## src/design/ide_cs_pkg.sv

```systemverilog
// Constants shared by the IDE chip-select decoder and its select slices.
// Assumes a single core clock domain and a plain register strobe port.

`default_nettype none

package ide_cs_pkg;

    localparam int ADDR_W     = 16;
    localparam int LOW_ADDR_W = 12;
    localparam int REG_ADDR_W = 8;
    localparam int DATA_W     = 8;
    localparam int SELECT_CNT = 4;
    localparam int PIN_CNT    = 19;

    // Register map, shared offsets split by logical unit
    localparam logic                  UNIT_CHAN1     = 1'h0;
    localparam logic                  UNIT_CHAN2     = 1'h1;
    localparam logic [REG_ADDR_W-1:0] SELECT0_OFFSET = 8'hF0;
    localparam logic [REG_ADDR_W-1:0] SELECT1_OFFSET = 8'hF1;
    localparam logic [REG_ADDR_W-1:0] MODE_OFFSET    = 8'hF0;

    localparam logic [DATA_W-1:0] SELECT0_RESET = 8'h0C;
    localparam logic [DATA_W-1:0] SELECT1_RESET = 8'h00;
    localparam logic [DATA_W-1:0] MODE_RESET    = 8'h00;

    // Field layout of a select register
    localparam int QUAL_LSB      = 0;
    localparam int QUAL_MSB      = 1;
    localparam int MASK_LSB      = 2;
    localparam int MASK_MSB      = 4;
    localparam int MODE_SHARE    = 0;
    localparam logic [DATA_W-1:0] SELECT_WR_MASK = 8'h1F;
    localparam logic [DATA_W-1:0] MODE_WR_MASK   = 8'h01;

    localparam logic [2:0] MASK_FIRST_RESERVED = 3'h6;

    // Upper address bits: SA12 on the general select pin, SA13..SA15 on shared pins
    localparam int SA12_BIT = 12;
    localparam int SA13_BIT = 13;
    localparam int SA15_BIT = 15;

    typedef enum logic [1:0] {
        QUAL_AEN   = 2'h0,
        QUAL_READ  = 2'h1,
        QUAL_WRITE = 2'h2,
        QUAL_EITHER = 2'h3
    } qualifier_type;

    // Channel-two selects have no decode register; fixed exact match
    localparam logic [DATA_W-1:0] CHAN2_DECODE_CONFIG = 8'h03;

endpackage

`default_nettype wire

```

## src/design/select_decode_if.sv

```systemverilog
// Carrier between the top decoder and one select slice.
// Assumes all members are on the core clock; slice is combinational.

`default_nettype none

interface select_decode_if;
    logic [ide_cs_pkg::ADDR_W-1:0] base;
    logic [ide_cs_pkg::ADDR_W-1:0] addr;
    logic [ide_cs_pkg::DATA_W-1:0] decodeConfig;
    logic                          wide;
    logic                          aen;
    logic                          readN;
    logic                          writeN;
    logic                          hit;

    modport client (
        output base,
        output addr,
        output decodeConfig,
        output wide,
        output aen,
        output readN,
        output writeN,
        input  hit
    );

    modport decoder (
        input  base,
        input  addr,
        input  decodeConfig,
        input  wide,
        input  aen,
        input  readN,
        input  writeN,
        output hit
    );
endinterface

`default_nettype wire

```

## src/design/select_decoder.sv

```systemverilog
// One chip-select slice: masked address compare plus strobe qualifier.
// Assumes synchronised host signals; result is registered by the caller.

`default_nettype none

module select_decoder (
    select_decode_if.decoder sel
);

    logic [2:0]                    maskCode;
    logic [1:0]                    qualCode;
    logic [ide_cs_pkg::ADDR_W-1:0] careMask;
    logic                          addrMatch;
    logic                          qualOk;
    logic                          reservedCode;

    assign maskCode = sel.decodeConfig[ide_cs_pkg::MASK_MSB:
                                       ide_cs_pkg::MASK_LSB];
    assign qualCode = sel.decodeConfig[ide_cs_pkg::QUAL_MSB:
                                       ide_cs_pkg::QUAL_LSB];

    always_comb begin
        careMask = {ide_cs_pkg::ADDR_W{1'b1}} << maskCode;
        // Narrow mode: SA13..SA15 are not present, so not compared
        if (!sel.wide) begin
            careMask[ide_cs_pkg::SA15_BIT:ide_cs_pkg::SA13_BIT] = 3'h0;
        end
    end

    // Reserved codes never select, so a bad program stays harmless
    assign reservedCode = maskCode >= ide_cs_pkg::MASK_FIRST_RESERVED;

    assign addrMatch = ((sel.addr ^ sel.base) & careMask) == '0;

    always_comb begin
        case (qualCode)
            ide_cs_pkg::QUAL_AEN: begin
                qualOk = !sel.aen;
            end
            ide_cs_pkg::QUAL_READ: begin
                qualOk = !sel.aen && !sel.readN;
            end
            ide_cs_pkg::QUAL_WRITE: begin
                qualOk = !sel.aen && !sel.writeN;
            end
            default: begin
                qualOk = !sel.aen && (!sel.readN || !sel.writeN);
            end
        endcase
    end

    assign sel.hit = addrMatch && qualOk && !reservedCode;

endmodule

`default_nettype wire

```

## src/design/ide_chip_select_decoder.sv

```systemverilog
// Top of the IDE chip-select decoder for two drive channels.
// Assumes host pins are asynchronous to core_clk; base addresses, active
// bit and wide-address setting come from core_clk configuration logic.
//
// Local design decision: the address-and-strobe port.

`default_nettype none

module ide_chip_select_decoder #(
    parameter int SYNC_STAGES = 2
) (
    // Clock and resets
    input  wire logic                              core_clk,
    input  wire logic                              reset,
    input  wire logic                              softReset,

    // Register port
    input  wire logic                              regUnit,
    input  wire logic [ide_cs_pkg::REG_ADDR_W-1:0] regAddr,
    input  wire logic [ide_cs_pkg::DATA_W-1:0]     regWrData,
    input  wire logic                              regWrite,
    input  wire logic                              regRead,
    output logic      [ide_cs_pkg::DATA_W-1:0]     regRdData,

    // Configuration from elsewhere
    input  wire logic [ide_cs_pkg::ADDR_W-1:0]     chan1Base0,
    input  wire logic [ide_cs_pkg::ADDR_W-1:0]     chan1Base1,
    input  wire logic [ide_cs_pkg::ADDR_W-1:0]     chan2Base0,
    input  wire logic [ide_cs_pkg::ADDR_W-1:0]     chan2Base1,
    input  wire logic                              chan2Active,
    input  wire logic                              wideAddressDecode,

    // Host bus pins
    input  wire logic [ide_cs_pkg::LOW_ADDR_W-1:0] hostAddr,
    input  wire logic                              hostAen,
    input  wire logic                              hostReadN,
    input  wire logic                              hostWriteN,
    input  wire logic                              generalSelectN,

    // Channel-one drive pins
    output logic                                   driveSelectPrimaryN,
    output logic                                   driveSelectSecondaryN,
    output logic                                   chan1BufferEnableN,

    // Channel-two shared pins
    input  wire logic                              chan2SelectAIn,
    output logic                                   chan2SelectAOutN,
    output logic                                   chan2SelectAOe,
    input  wire logic                              chan2SelectBIn,
    output logic                                   chan2SelectBOutN,
    output logic                                   chan2SelectBOe,
    input  wire logic                              chan2InterruptIn,
    output logic                                   chan2InterruptOut,
    output logic                                   chan2InterruptOe,
    output logic                                   chan2BufferEnableN,
    output logic                                   chan2DriveInterrupt
);

    if (SYNC_STAGES < 2) begin : gStageCheck
        $error("SYNC_STAGES must be at least 2");
    end

    ////////////////////////////////////////////////////////////////////////
    // Pin synchronisers

    localparam int PW = ide_cs_pkg::PIN_CNT;
    // AEN and strobes idle high, so no false decode follows reset
    localparam logic [PW-1:0] PIN_IDLE = PW'(3'h7) << ide_cs_pkg::LOW_ADDR_W;

    logic [PW-1:0] pinRaw;
    logic [PW-1:0] pinStage_q [SYNC_STAGES];
    logic [PW-1:0] pinSync;

    assign pinRaw = {chan2InterruptIn, chan2SelectBIn, chan2SelectAIn,
                     generalSelectN, hostWriteN, hostReadN, hostAen,
                     hostAddr};

    always_ff @(posedge core_clk) begin
        if (reset) begin
            pinStage_q[0] <= PIN_IDLE;
        end else begin
            pinStage_q[0] <= pinRaw;
        end
    end

    for (genvar s = 1; s < SYNC_STAGES; s++) begin : gSync
        always_ff @(posedge core_clk) begin
            if (reset) begin
                pinStage_q[s] <= PIN_IDLE;
            end else begin
                pinStage_q[s] <= pinStage_q[s-1];
            end
        end
    end

    assign pinSync = pinStage_q[SYNC_STAGES-1];

    logic [ide_cs_pkg::LOW_ADDR_W-1:0] addrLow;
    logic                              aenSync;
    logic                              readNSync;
    logic                              writeNSync;
    logic                              sa12Sync;
    logic [2:0]                        sharedSync;

    assign addrLow    = pinSync[ide_cs_pkg::LOW_ADDR_W-1:0];
    assign aenSync    = pinSync[ide_cs_pkg::LOW_ADDR_W];
    assign readNSync  = pinSync[ide_cs_pkg::LOW_ADDR_W+1];
    assign writeNSync = pinSync[ide_cs_pkg::LOW_ADDR_W+2];
    assign sa12Sync   = pinSync[ide_cs_pkg::LOW_ADDR_W+3];
    assign sharedSync = pinSync[PW-1:PW-3];

    ////////////////////////////////////////////////////////////////////////
    // Pin roles and the full host address

    logic                          wideInputs;
    logic [2:0]                    upperAddr;
    logic [ide_cs_pkg::ADDR_W-1:0] fullAddr;

    // Shared pins only carry address while channel two is idle
    assign wideInputs = !chan2Active && wideAddressDecode;
    assign upperAddr  = wideInputs ? sharedSync : 3'h0;

    // General select pin is always SA12
    assign fullAddr = {upperAddr, sa12Sync, addrLow};

    ////////////////////////////////////////////////////////////////////////
    // Registers

    logic [ide_cs_pkg::DATA_W-1:0] select0_q;
    logic [ide_cs_pkg::DATA_W-1:0] select1_q;
    logic [ide_cs_pkg::DATA_W-1:0] mode_q;
    logic [ide_cs_pkg::DATA_W-1:0] regRdData_q;
    logic [ide_cs_pkg::DATA_W-1:0] readMux;
    logic                          hitSel0;
    logic                          hitSel1;
    logic                          hitMode;

    assign hitSel0 = regUnit == ide_cs_pkg::UNIT_CHAN1 &&
                     regAddr == ide_cs_pkg::SELECT0_OFFSET;
    assign hitSel1 = regUnit == ide_cs_pkg::UNIT_CHAN1 &&
                     regAddr == ide_cs_pkg::SELECT1_OFFSET;
    assign hitMode = regUnit == ide_cs_pkg::UNIT_CHAN2 &&
                     regAddr == ide_cs_pkg::MODE_OFFSET;

    // Software reset restores decode windows but not the buffer mode
    always_ff @(posedge core_clk) begin
        if (reset || softReset) begin
            select0_q <= ide_cs_pkg::SELECT0_RESET;
            select1_q <= ide_cs_pkg::SELECT1_RESET;
        end else if (regWrite) begin
            if (hitSel0) begin
                select0_q <= regWrData & ide_cs_pkg::SELECT_WR_MASK;
            end
            if (hitSel1) begin
                select1_q <= regWrData & ide_cs_pkg::SELECT_WR_MASK;
            end
        end
    end

    always_ff @(posedge core_clk) begin
        if (reset) begin
            mode_q <= ide_cs_pkg::MODE_RESET;
        end else if (regWrite && hitMode) begin
            mode_q <= regWrData & ide_cs_pkg::MODE_WR_MASK;
        end
    end

    always_comb begin
        readMux = '0;
        if (hitSel0) begin
            readMux = select0_q;
        end else if (hitSel1) begin
            readMux = select1_q;
        end else if (hitMode) begin
            readMux = mode_q;
        end
    end

    // Data stand only in the cycle after the read strobe
    always_ff @(posedge core_clk) begin
        if (reset) begin
            regRdData_q <= '0;
        end else if (regRead) begin
            regRdData_q <= readMux;
        end else begin
            regRdData_q <= '0;
        end
    end

    assign regRdData = regRdData_q;

    ////////////////////////////////////////////////////////////////////////
    // Select slices: 0/1 channel one, 2/3 channel two

    localparam int SN = ide_cs_pkg::SELECT_CNT;

    logic [ide_cs_pkg::ADDR_W-1:0] selBase   [SN];
    logic [ide_cs_pkg::DATA_W-1:0] selConfig [SN];
    logic [SN-1:0]                 selHit;

    assign selBase[0]   = chan1Base0;
    assign selBase[1]   = chan1Base1;
    assign selBase[2]   = chan2Base0;
    assign selBase[3]   = chan2Base1;
    assign selConfig[0] = select0_q;
    assign selConfig[1] = select1_q;
    assign selConfig[2] = ide_cs_pkg::CHAN2_DECODE_CONFIG;
    assign selConfig[3] = ide_cs_pkg::CHAN2_DECODE_CONFIG;

    for (genvar i = 0; i < SN; i++) begin : gSel
        select_decode_if selIf ();

        assign selIf.base         = selBase[i];
        assign selIf.addr         = fullAddr;
        assign selIf.decodeConfig = selConfig[i];
        assign selIf.wide         = wideInputs;
        assign selIf.aen          = aenSync;
        assign selIf.readN        = readNSync;
        assign selIf.writeN       = writeNSync;
        assign selHit[i]          = selIf.hit;

        select_decoder uDecoder (
            .sel (selIf.decoder)
        );
    end

    ////////////////////////////////////////////////////////////////////////
    // Chip select outputs

    logic chan2Hit;

    // Channel two cannot select while its pins are address inputs
    assign chan2Hit = chan2Active && (selHit[2] || selHit[3]);

    logic driveSelectPrimaryN_q;
    logic driveSelectSecondaryN_q;
    logic chan2SelectAOutN_q;
    logic chan2SelectBOutN_q;

    always_ff @(posedge core_clk) begin
        if (reset) begin
            driveSelectPrimaryN_q   <= 1'b1;
            driveSelectSecondaryN_q <= 1'b1;
            chan2SelectAOutN_q      <= 1'b1;
            chan2SelectBOutN_q      <= 1'b1;
        end else begin
            driveSelectPrimaryN_q   <= !selHit[0];
            driveSelectSecondaryN_q <= !selHit[1];
            chan2SelectAOutN_q      <= !(chan2Active && selHit[2]);
            chan2SelectBOutN_q      <= !(chan2Active && selHit[3]);
        end
    end

    assign driveSelectPrimaryN   = driveSelectPrimaryN_q;
    assign driveSelectSecondaryN = driveSelectSecondaryN_q;
    assign chan2SelectAOutN      = chan2SelectAOutN_q;
    assign chan2SelectBOutN      = chan2SelectBOutN_q;

    ////////////////////////////////////////////////////////////////////////
    // Pin direction control

    logic chan2SelectAOe_q;
    logic chan2SelectBOe_q;
    logic chan2InterruptOut_q;
    logic chan2InterruptOe_q;

    // Drive only when active; otherwise high-Z or address input
    always_ff @(posedge core_clk) begin
        if (reset) begin
            chan2SelectAOe_q <= 1'b0;
            chan2SelectBOe_q <= 1'b0;
        end else begin
            chan2SelectAOe_q <= chan2Active;
            chan2SelectBOe_q <= chan2Active;
        end
    end

    // Interrupt pin is never driven: input or high-Z in every mode
    always_ff @(posedge core_clk) begin
        if (reset) begin
            chan2InterruptOut_q <= 1'b0;
            chan2InterruptOe_q  <= 1'b0;
        end else begin
            chan2InterruptOut_q <= 1'b0;
            chan2InterruptOe_q  <= 1'b0;
        end
    end

    assign chan2SelectAOe    = chan2SelectAOe_q;
    assign chan2SelectBOe    = chan2SelectBOe_q;
    assign chan2InterruptOut = chan2InterruptOut_q;
    assign chan2InterruptOe  = chan2InterruptOe_q;

    logic chan2DriveInterrupt_q;

    // Pin carries SA15 in wide mode, so pass it on only when active
    always_ff @(posedge core_clk) begin
        if (reset) begin
            chan2DriveInterrupt_q <= 1'b0;
        end else begin
            chan2DriveInterrupt_q <= chan2Active && sharedSync[2];
        end
    end

    assign chan2DriveInterrupt = chan2DriveInterrupt_q;

    ////////////////////////////////////////////////////////////////////////
    // Data buffer enables, active low

    logic shareBuffer;
    logic chan1BufferEnableN_q;
    logic chan2BufferEnableN_q;

    assign shareBuffer = mode_q[ide_cs_pkg::MODE_SHARE];

    always_ff @(posedge core_clk) begin
        if (reset) begin
            chan1BufferEnableN_q <= 1'b1;
            chan2BufferEnableN_q <= 1'b1;
        end else begin
            chan1BufferEnableN_q <= !((selHit[0] || selHit[1]) ||
                                      (shareBuffer && chan2Hit));
            chan2BufferEnableN_q <= !(!shareBuffer && chan2Hit);
        end
    end

    assign chan1BufferEnableN = chan1BufferEnableN_q;
    assign chan2BufferEnableN = chan2BufferEnableN_q;

endmodule

`default_nettype wire

```

## config.mk

```make
export PLATFORM = sky130hd
export DESIGN_NAME = ide_chip_select_decoder
export DESIGN_NICKNAME = d
export VERILOG_FILES = /design/src/design/ide_cs_pkg.sv /design/src/design/select_decode_if.sv /design/src/design/select_decoder.sv /design/src/design/ide_chip_select_decoder.sv
export SDC_FILE = /design/constraint.sdc
export NUM_CORES = 1
export LEC_CHECK = 0
export CORE_MARGIN = 5
export CORE_UTILIZATION = 50
export CTS_CLUSTER_SIZE = 8
export DETAILED_ROUTE_END_ITERATION = 6
export DONT_BUFFER_PORTS = 1
export GPL_ROUTABILITY_DRIVEN = 0
export MAX_ROUTING_LAYER = met4
export PLACE_DENSITY = 0.76
export SYNTH_ARGS = -nofsm -noshare
export SYNTH_HDL_FRONTEND = slang
export SYNTH_SLANG_ARGS = --single-unit
```

## constraint.sdc

```tcl
create_clock -name core_clk -period 1.55 [get_ports core_clk]
set_input_delay 0 -clock core_clk [delete_from_list [all_inputs] [get_ports core_clk]]
set_output_delay 0 -clock core_clk [all_outputs]
set_load 0.05 [all_outputs]
```

* Word-level counts from Yosys, hierarchy flattened
Memory sizes are Yosys's and may differ from the RTL's.
Cells that the tools add are included.
** Cells by class
- Bitwise operators :: 12
- Divide/modulo/power cells :: 0
- Add/sub/neg operators :: 0
- Magnitude comparators :: 2
- Equality and inequality tests :: 6
- $mul :: 0
- Shifts and indexed selects :: 2
- Muxes and demuxes :: 14
- Reductions and logical operators :: 48
** Operator list (count)
- $and 16x16->16 :: 4
- $logic_not 16->1 :: 4
- $xor 16x16->16 :: 4
- $mux 19 :: 2
- $shl 16x3->16 const A :: 2
- $logic_and 1x1->1 :: 20
- $eq 8x8->1 const B :: 2
- $logic_not 1->1 :: 13
- $mux 3 :: 4
- $mux 5 :: 2
- $ge 3x3->1 const B :: 2
- $pmux 1 s3 :: 2
- $logic_or 1x1->1 :: 5
- $eq 2x1->1 const B :: 2
- $eq 2x2->1 const B :: 2
- $logic_not 2->1 :: 2
- $mux 1 :: 4
- $reduce_and 2->1 :: 2
- $reduce_or 4->1 :: 1
- $not 1->1 :: 2
- $or 1x1->1 :: 2
- $reduce_or 2->1 :: 1
** Word-level totals
- Bits in latches :: 0
- Bits in read-only memories :: 0
- Memories :: 1
- Register bits after elaboration :: 27
- Word-level logic and storage cells :: 98
- Bits in writable memories :: 38
- Input bits :: 107
- Output and inout port bits :: 19
** Memory list
- pinStage_q :: words 2, bits a word 19, read ports 2, clocked after Yosys merged registers in 0, write ports 2, RTL line ide_chip_select_decoder.sv:71 : logic [PW-1:0] pinStage_q [SYNC_STAGES];

* Depth between registers and ports, before layout
- Word-level depth :: 12
- Mapped depth :: 6
- Mapped depth without buffers :: 5

* Modules after synthesis
Synthesis repeated with hierarchy kept, for this count alone.
** Unflattened totals
- Cells, all modules :: 339
- Area total of the unflattened synthesis :: 3255.6 um2
** By module, submodules not included
- ide_chip_select_decoder :: times used 1, area each 2029.4 um2, sequential area each 1241.2 um2, cells an instance 183
- select_decoder :: times used 4, area each 306.5 um2, sequential area each 0.0 um2, cells an instance 39

* Worst setup path after synthesis
Ideal clock, no wire load.
- Path kind :: register to register
- Start :: memory pinStage_q[1][15] (netlist name)
- End :: register chan1BufferEnableN_q, in the netlist chan1BufferEnableN
- Arrival :: 1356 ps
- Library setup time :: 116 ps
- Setup slack :: 77 ps
- Cell stages (with the launch flop) :: 6
- Data required time :: 1434 ps
- Clock period less this slack :: 1473 ps
- Path buffers :: 0
- Cell sequence :: dfxtp_1 > xor2_1 > nor4_2 > o2111ai_1 > o22a_1 > o211a_1
** RTL lines
- from (decl) :: RTL line ide_chip_select_decoder.sv:71
- to (signal assigned) :: RTL line ide_chip_select_decoder.sv:321 : chan1BufferEnableN_q <= !((selHit[0] || selHit[1]) ||
- to (decl) :: RTL line ide_chip_select_decoder.sv:311 : logic chan1BufferEnableN_q;

==> impl_metrics.env <==
export IMPL_synth_edf_count=0
export IMPL_grt_pass1_wl_um=11900
export IMPL_drt_iter0_markers=168
export IMPL_cts_htree_levels=3
export IMPL_grt_pass1_vias=2402
export IMPL_grt_busiest_layer="met2"
export IMPL_drive_gt1_frac=0.174
export IMPL_wl_um=7600
export IMPL_cp_cell_sequence="xor2_2, nor4_2, o2111ai_2, o22a_1, o211a_1"
export IMPL_p_leak_nw=1.49
export IMPL_hpwl_um=5410
export IMPL_min_delay_path_depth=3
export IMPL_slowest_stage="dfxtp_4"
export IMPL_total_power_mw=3.32
export IMPL_synth_main_ff_cell="dfxtp_1"
export IMPL_design_area_um2=3750
export IMPL_layoutNonFillerInstCount=429
export IMPL_cp_slowest_stage_delay_ps=360
export IMPL_reg2reg_depth=5
export IMPL_syn_inst=280
export IMPL_cts_sinks=62
export IMPL_post_route_drc_count=0
export IMPL_dpl_cell_area_um2=2970
export IMPL_pre_cts_slack_ps=-33.4
export IMPL_finalWorstSetupSlack_ps=26.7
export IMPL_crit_fanout=3
export IMPL_syn_area_um2=2820
export IMPL_clk_pin_slew_ps=70
export IMPL_clk_path_buf_depth=2
export IMPL_layout_commonest_cell="dfxtp_1"
export IMPL_rsz0062_at_grt="yes"
export IMPL_io_pins=126
export IMPL_syn_avg_cell_area_um2=10.1
export IMPL_cp_buffers_inverters=0
export IMPL_portBuffers=0
export IMPL_grtUsageTotal=0.220
export IMPL_root_buffer="clkbuf_8"
export IMPL_die_h_um=85.1
export IMPL_fmax_ghz=0.656
export IMPL_worstSetupPathType="flip-flop to flip-flop"
export IMPL_setup_tns_ps=0
export IMPL_die_area_um2=7250
export IMPL_ant_nets=0
export IMPL_die_x_um=85.1
export IMPL_p_per_area_nw_per_um2=885
export IMPL_antenna_found_initial=0
export IMPL_initial_core_util=0.512
export IMPL_holdWs_ps=9.71
export IMPL_finalHoldViolCount=0
export IMPL_timing_final_crit_share=0.983
export IMPL_outcome="finished, final reports clean"
export IMPL_cap_violations=0
export IMPL_worstSetupStartpointType="flip-flop"
export IMPL_critPathRequiredTime_ps=1790
export IMPL_fin_util=0.681
export IMPL_routedWlPerCell_um=17.7
export IMPL_final_cell_mix="dfxtp_1, dlygate4sd3_1, xor2_1"
export IMPL_grtUsageMet1=0.219
export IMPL_synthArstFlopShare=0
export IMPL_first_pass_iters=5
export IMPL_num_vias=2175
export IMPL_worst_setup_path_end_kind="flip-flop"
export IMPL_yosys_register_bits=62
export IMPL_viasPerCell=5.07
export IMPL_ir_drop_mv=0.612
export IMPL_maxSlewViolCount=0
export IMPL_finalSetupViolCount=0
export IMPL_clock_skew_ps=9.92
export IMPL_slew_headroom=0.227
export IMPL_hp_class="input port to flip-flop"
export IMPL_nets=459
export IMPL_gr_total_overflow=0
export IMPL_grt_start_max_net_pins=34
export IMPL_grt_use_met3=0.0961
export IMPL_yosysUniqueCellTypes=38
export IMPL_dp_cells=358
export IMPL_yosysWarnings=0
export IMPL_areaGrowthSynthToFinish_pct=32.9
export IMPL_crit_family="compound AO/OA/AOI/OAI gates"
export IMPL_min_period_ps=1520
export IMPL_coreArea_um2=5510
export IMPL_antenna_cells=0
export IMPL_cts_tree="built"
export IMPL_met2_usage=0.382
export IMPL_arrival_ps=1760
export IMPL_crit_cells=5
export IMPL_cts_buffers=9
export IMPL_synth_seq_area_share=0.440
export IMPL_num_rows=27
export IMPL_tightest_slew_ps=1160
export IMPL_clkLatencyLatePin_ps=340
## sequential cells by signal, summed over array words and instances, names as in the netlist
name                     count
driveSelectPrimaryN          1
regRdData                    5
gSel.selIf.decodeConfig     10
chan2DriveInterrupt          1
driveSelectSecondaryN        1
chan2SelectAOutN             1
pinStage_q                  38
chan2BufferEnableN           1
chan1BufferEnableN           1
mode_q                       1
chan2SelectBOe               1
chan2SelectBOutN             1
## final cells by class
class | count | area (um2)
clock buffers | 12 | 145
well taps | 72 | 90.1
fillers | 416 | 1760
inverters | 5 | 18.8
repair buffers | 72 | 683
multi-input cells | 202 | 1540
clock inverters | 4 | 22.5
flip-flops and latches | 62 | 1250
## worst paths after layout
check	startpoint	end	slack, ps
max reg2reg	pinStage_q[1][15]	chan1BufferEnableN	30
min reg2reg	pinStage_q[0][13]	pinStage_q[1][13]	400
max	pinStage_q[1][15]	chan1BufferEnableN	30
min	chan1Base0[14]	driveSelectPrimaryN	10
## worst reg2reg max path: stages (launching register included)
cell       delay [ps]
dfxtp_4           360
xor2_2            150
nor4_2            320
o2111ai_2         160
o22a_1            230
o211a_1           210
## routing by layer
layer	vias up	wire [um]
li1	1062	-
met2	100	3890
met3	16	662
met4	0	218
met1	997	2840
met5	-	0
## cells in the mapped netlist, types with 2 or more instances
master	count	area [um2]
nor2b_1	34	213
xor2_1	42	368
buf_2	4	20.0
buf_4	6	45.0
o31ai_1	2	15.0
nand2_1	6	22.5
dfxtp_1	62	1240
o211ai_1	2	15.0
nor3_1	2	10.0
nor4_1	5	31.3
nor2_1	19	71.3
a211o_1	2	17.5
o2111ai_1	3	26.3
a21oi_1	5	25.0
or2_2	7	43.8
mux2i_1	18	180
o21ai_0	4	20.0
a2111oi_1	2	20.0
nor2_2	2	12.5
clkbuf_1	5	18.8
nand4_1	5	31.3
xnor2_1	22	193
nor4_2	2	25.0
inv_1	5	18.8
## power breakdown
group	internal [mW]	leakage, nW	switching [mW]
sequential	1.64	0.511	0.0336
clock	0.616	0.0861	0.609
combinational	0.227	0.898	0.190
total	2.48	1.49	0.833
## cells by family after synthesis
logic type,Yosys count,synth area share
AND/OR/NAND/NOR,90,0.194
XOR/XNOR,64,0.199
flip-flops,62,0.440
AO/OA/AOI/OAI,25,0.0656
buffers and inverters,20,0.0364
multiplexers,18,0.0639
other,1,0.00133
## repair_timing
| action | in CTS | in global routing |
|---|---|---|
| gates cloned | 0 | 0 |
| pin swaps | 4 | 1 |
| buffers inserted | 0 | 2 |
| hold buffers | 53 | 0 |
| endpoints found under the hold margin | 62 | 0 |
| resized for setup | 4 | 11 |
| endpoints found under the setup margin | 2 | 4 |
No activity file was read; power rests on OpenSTA's default activity.
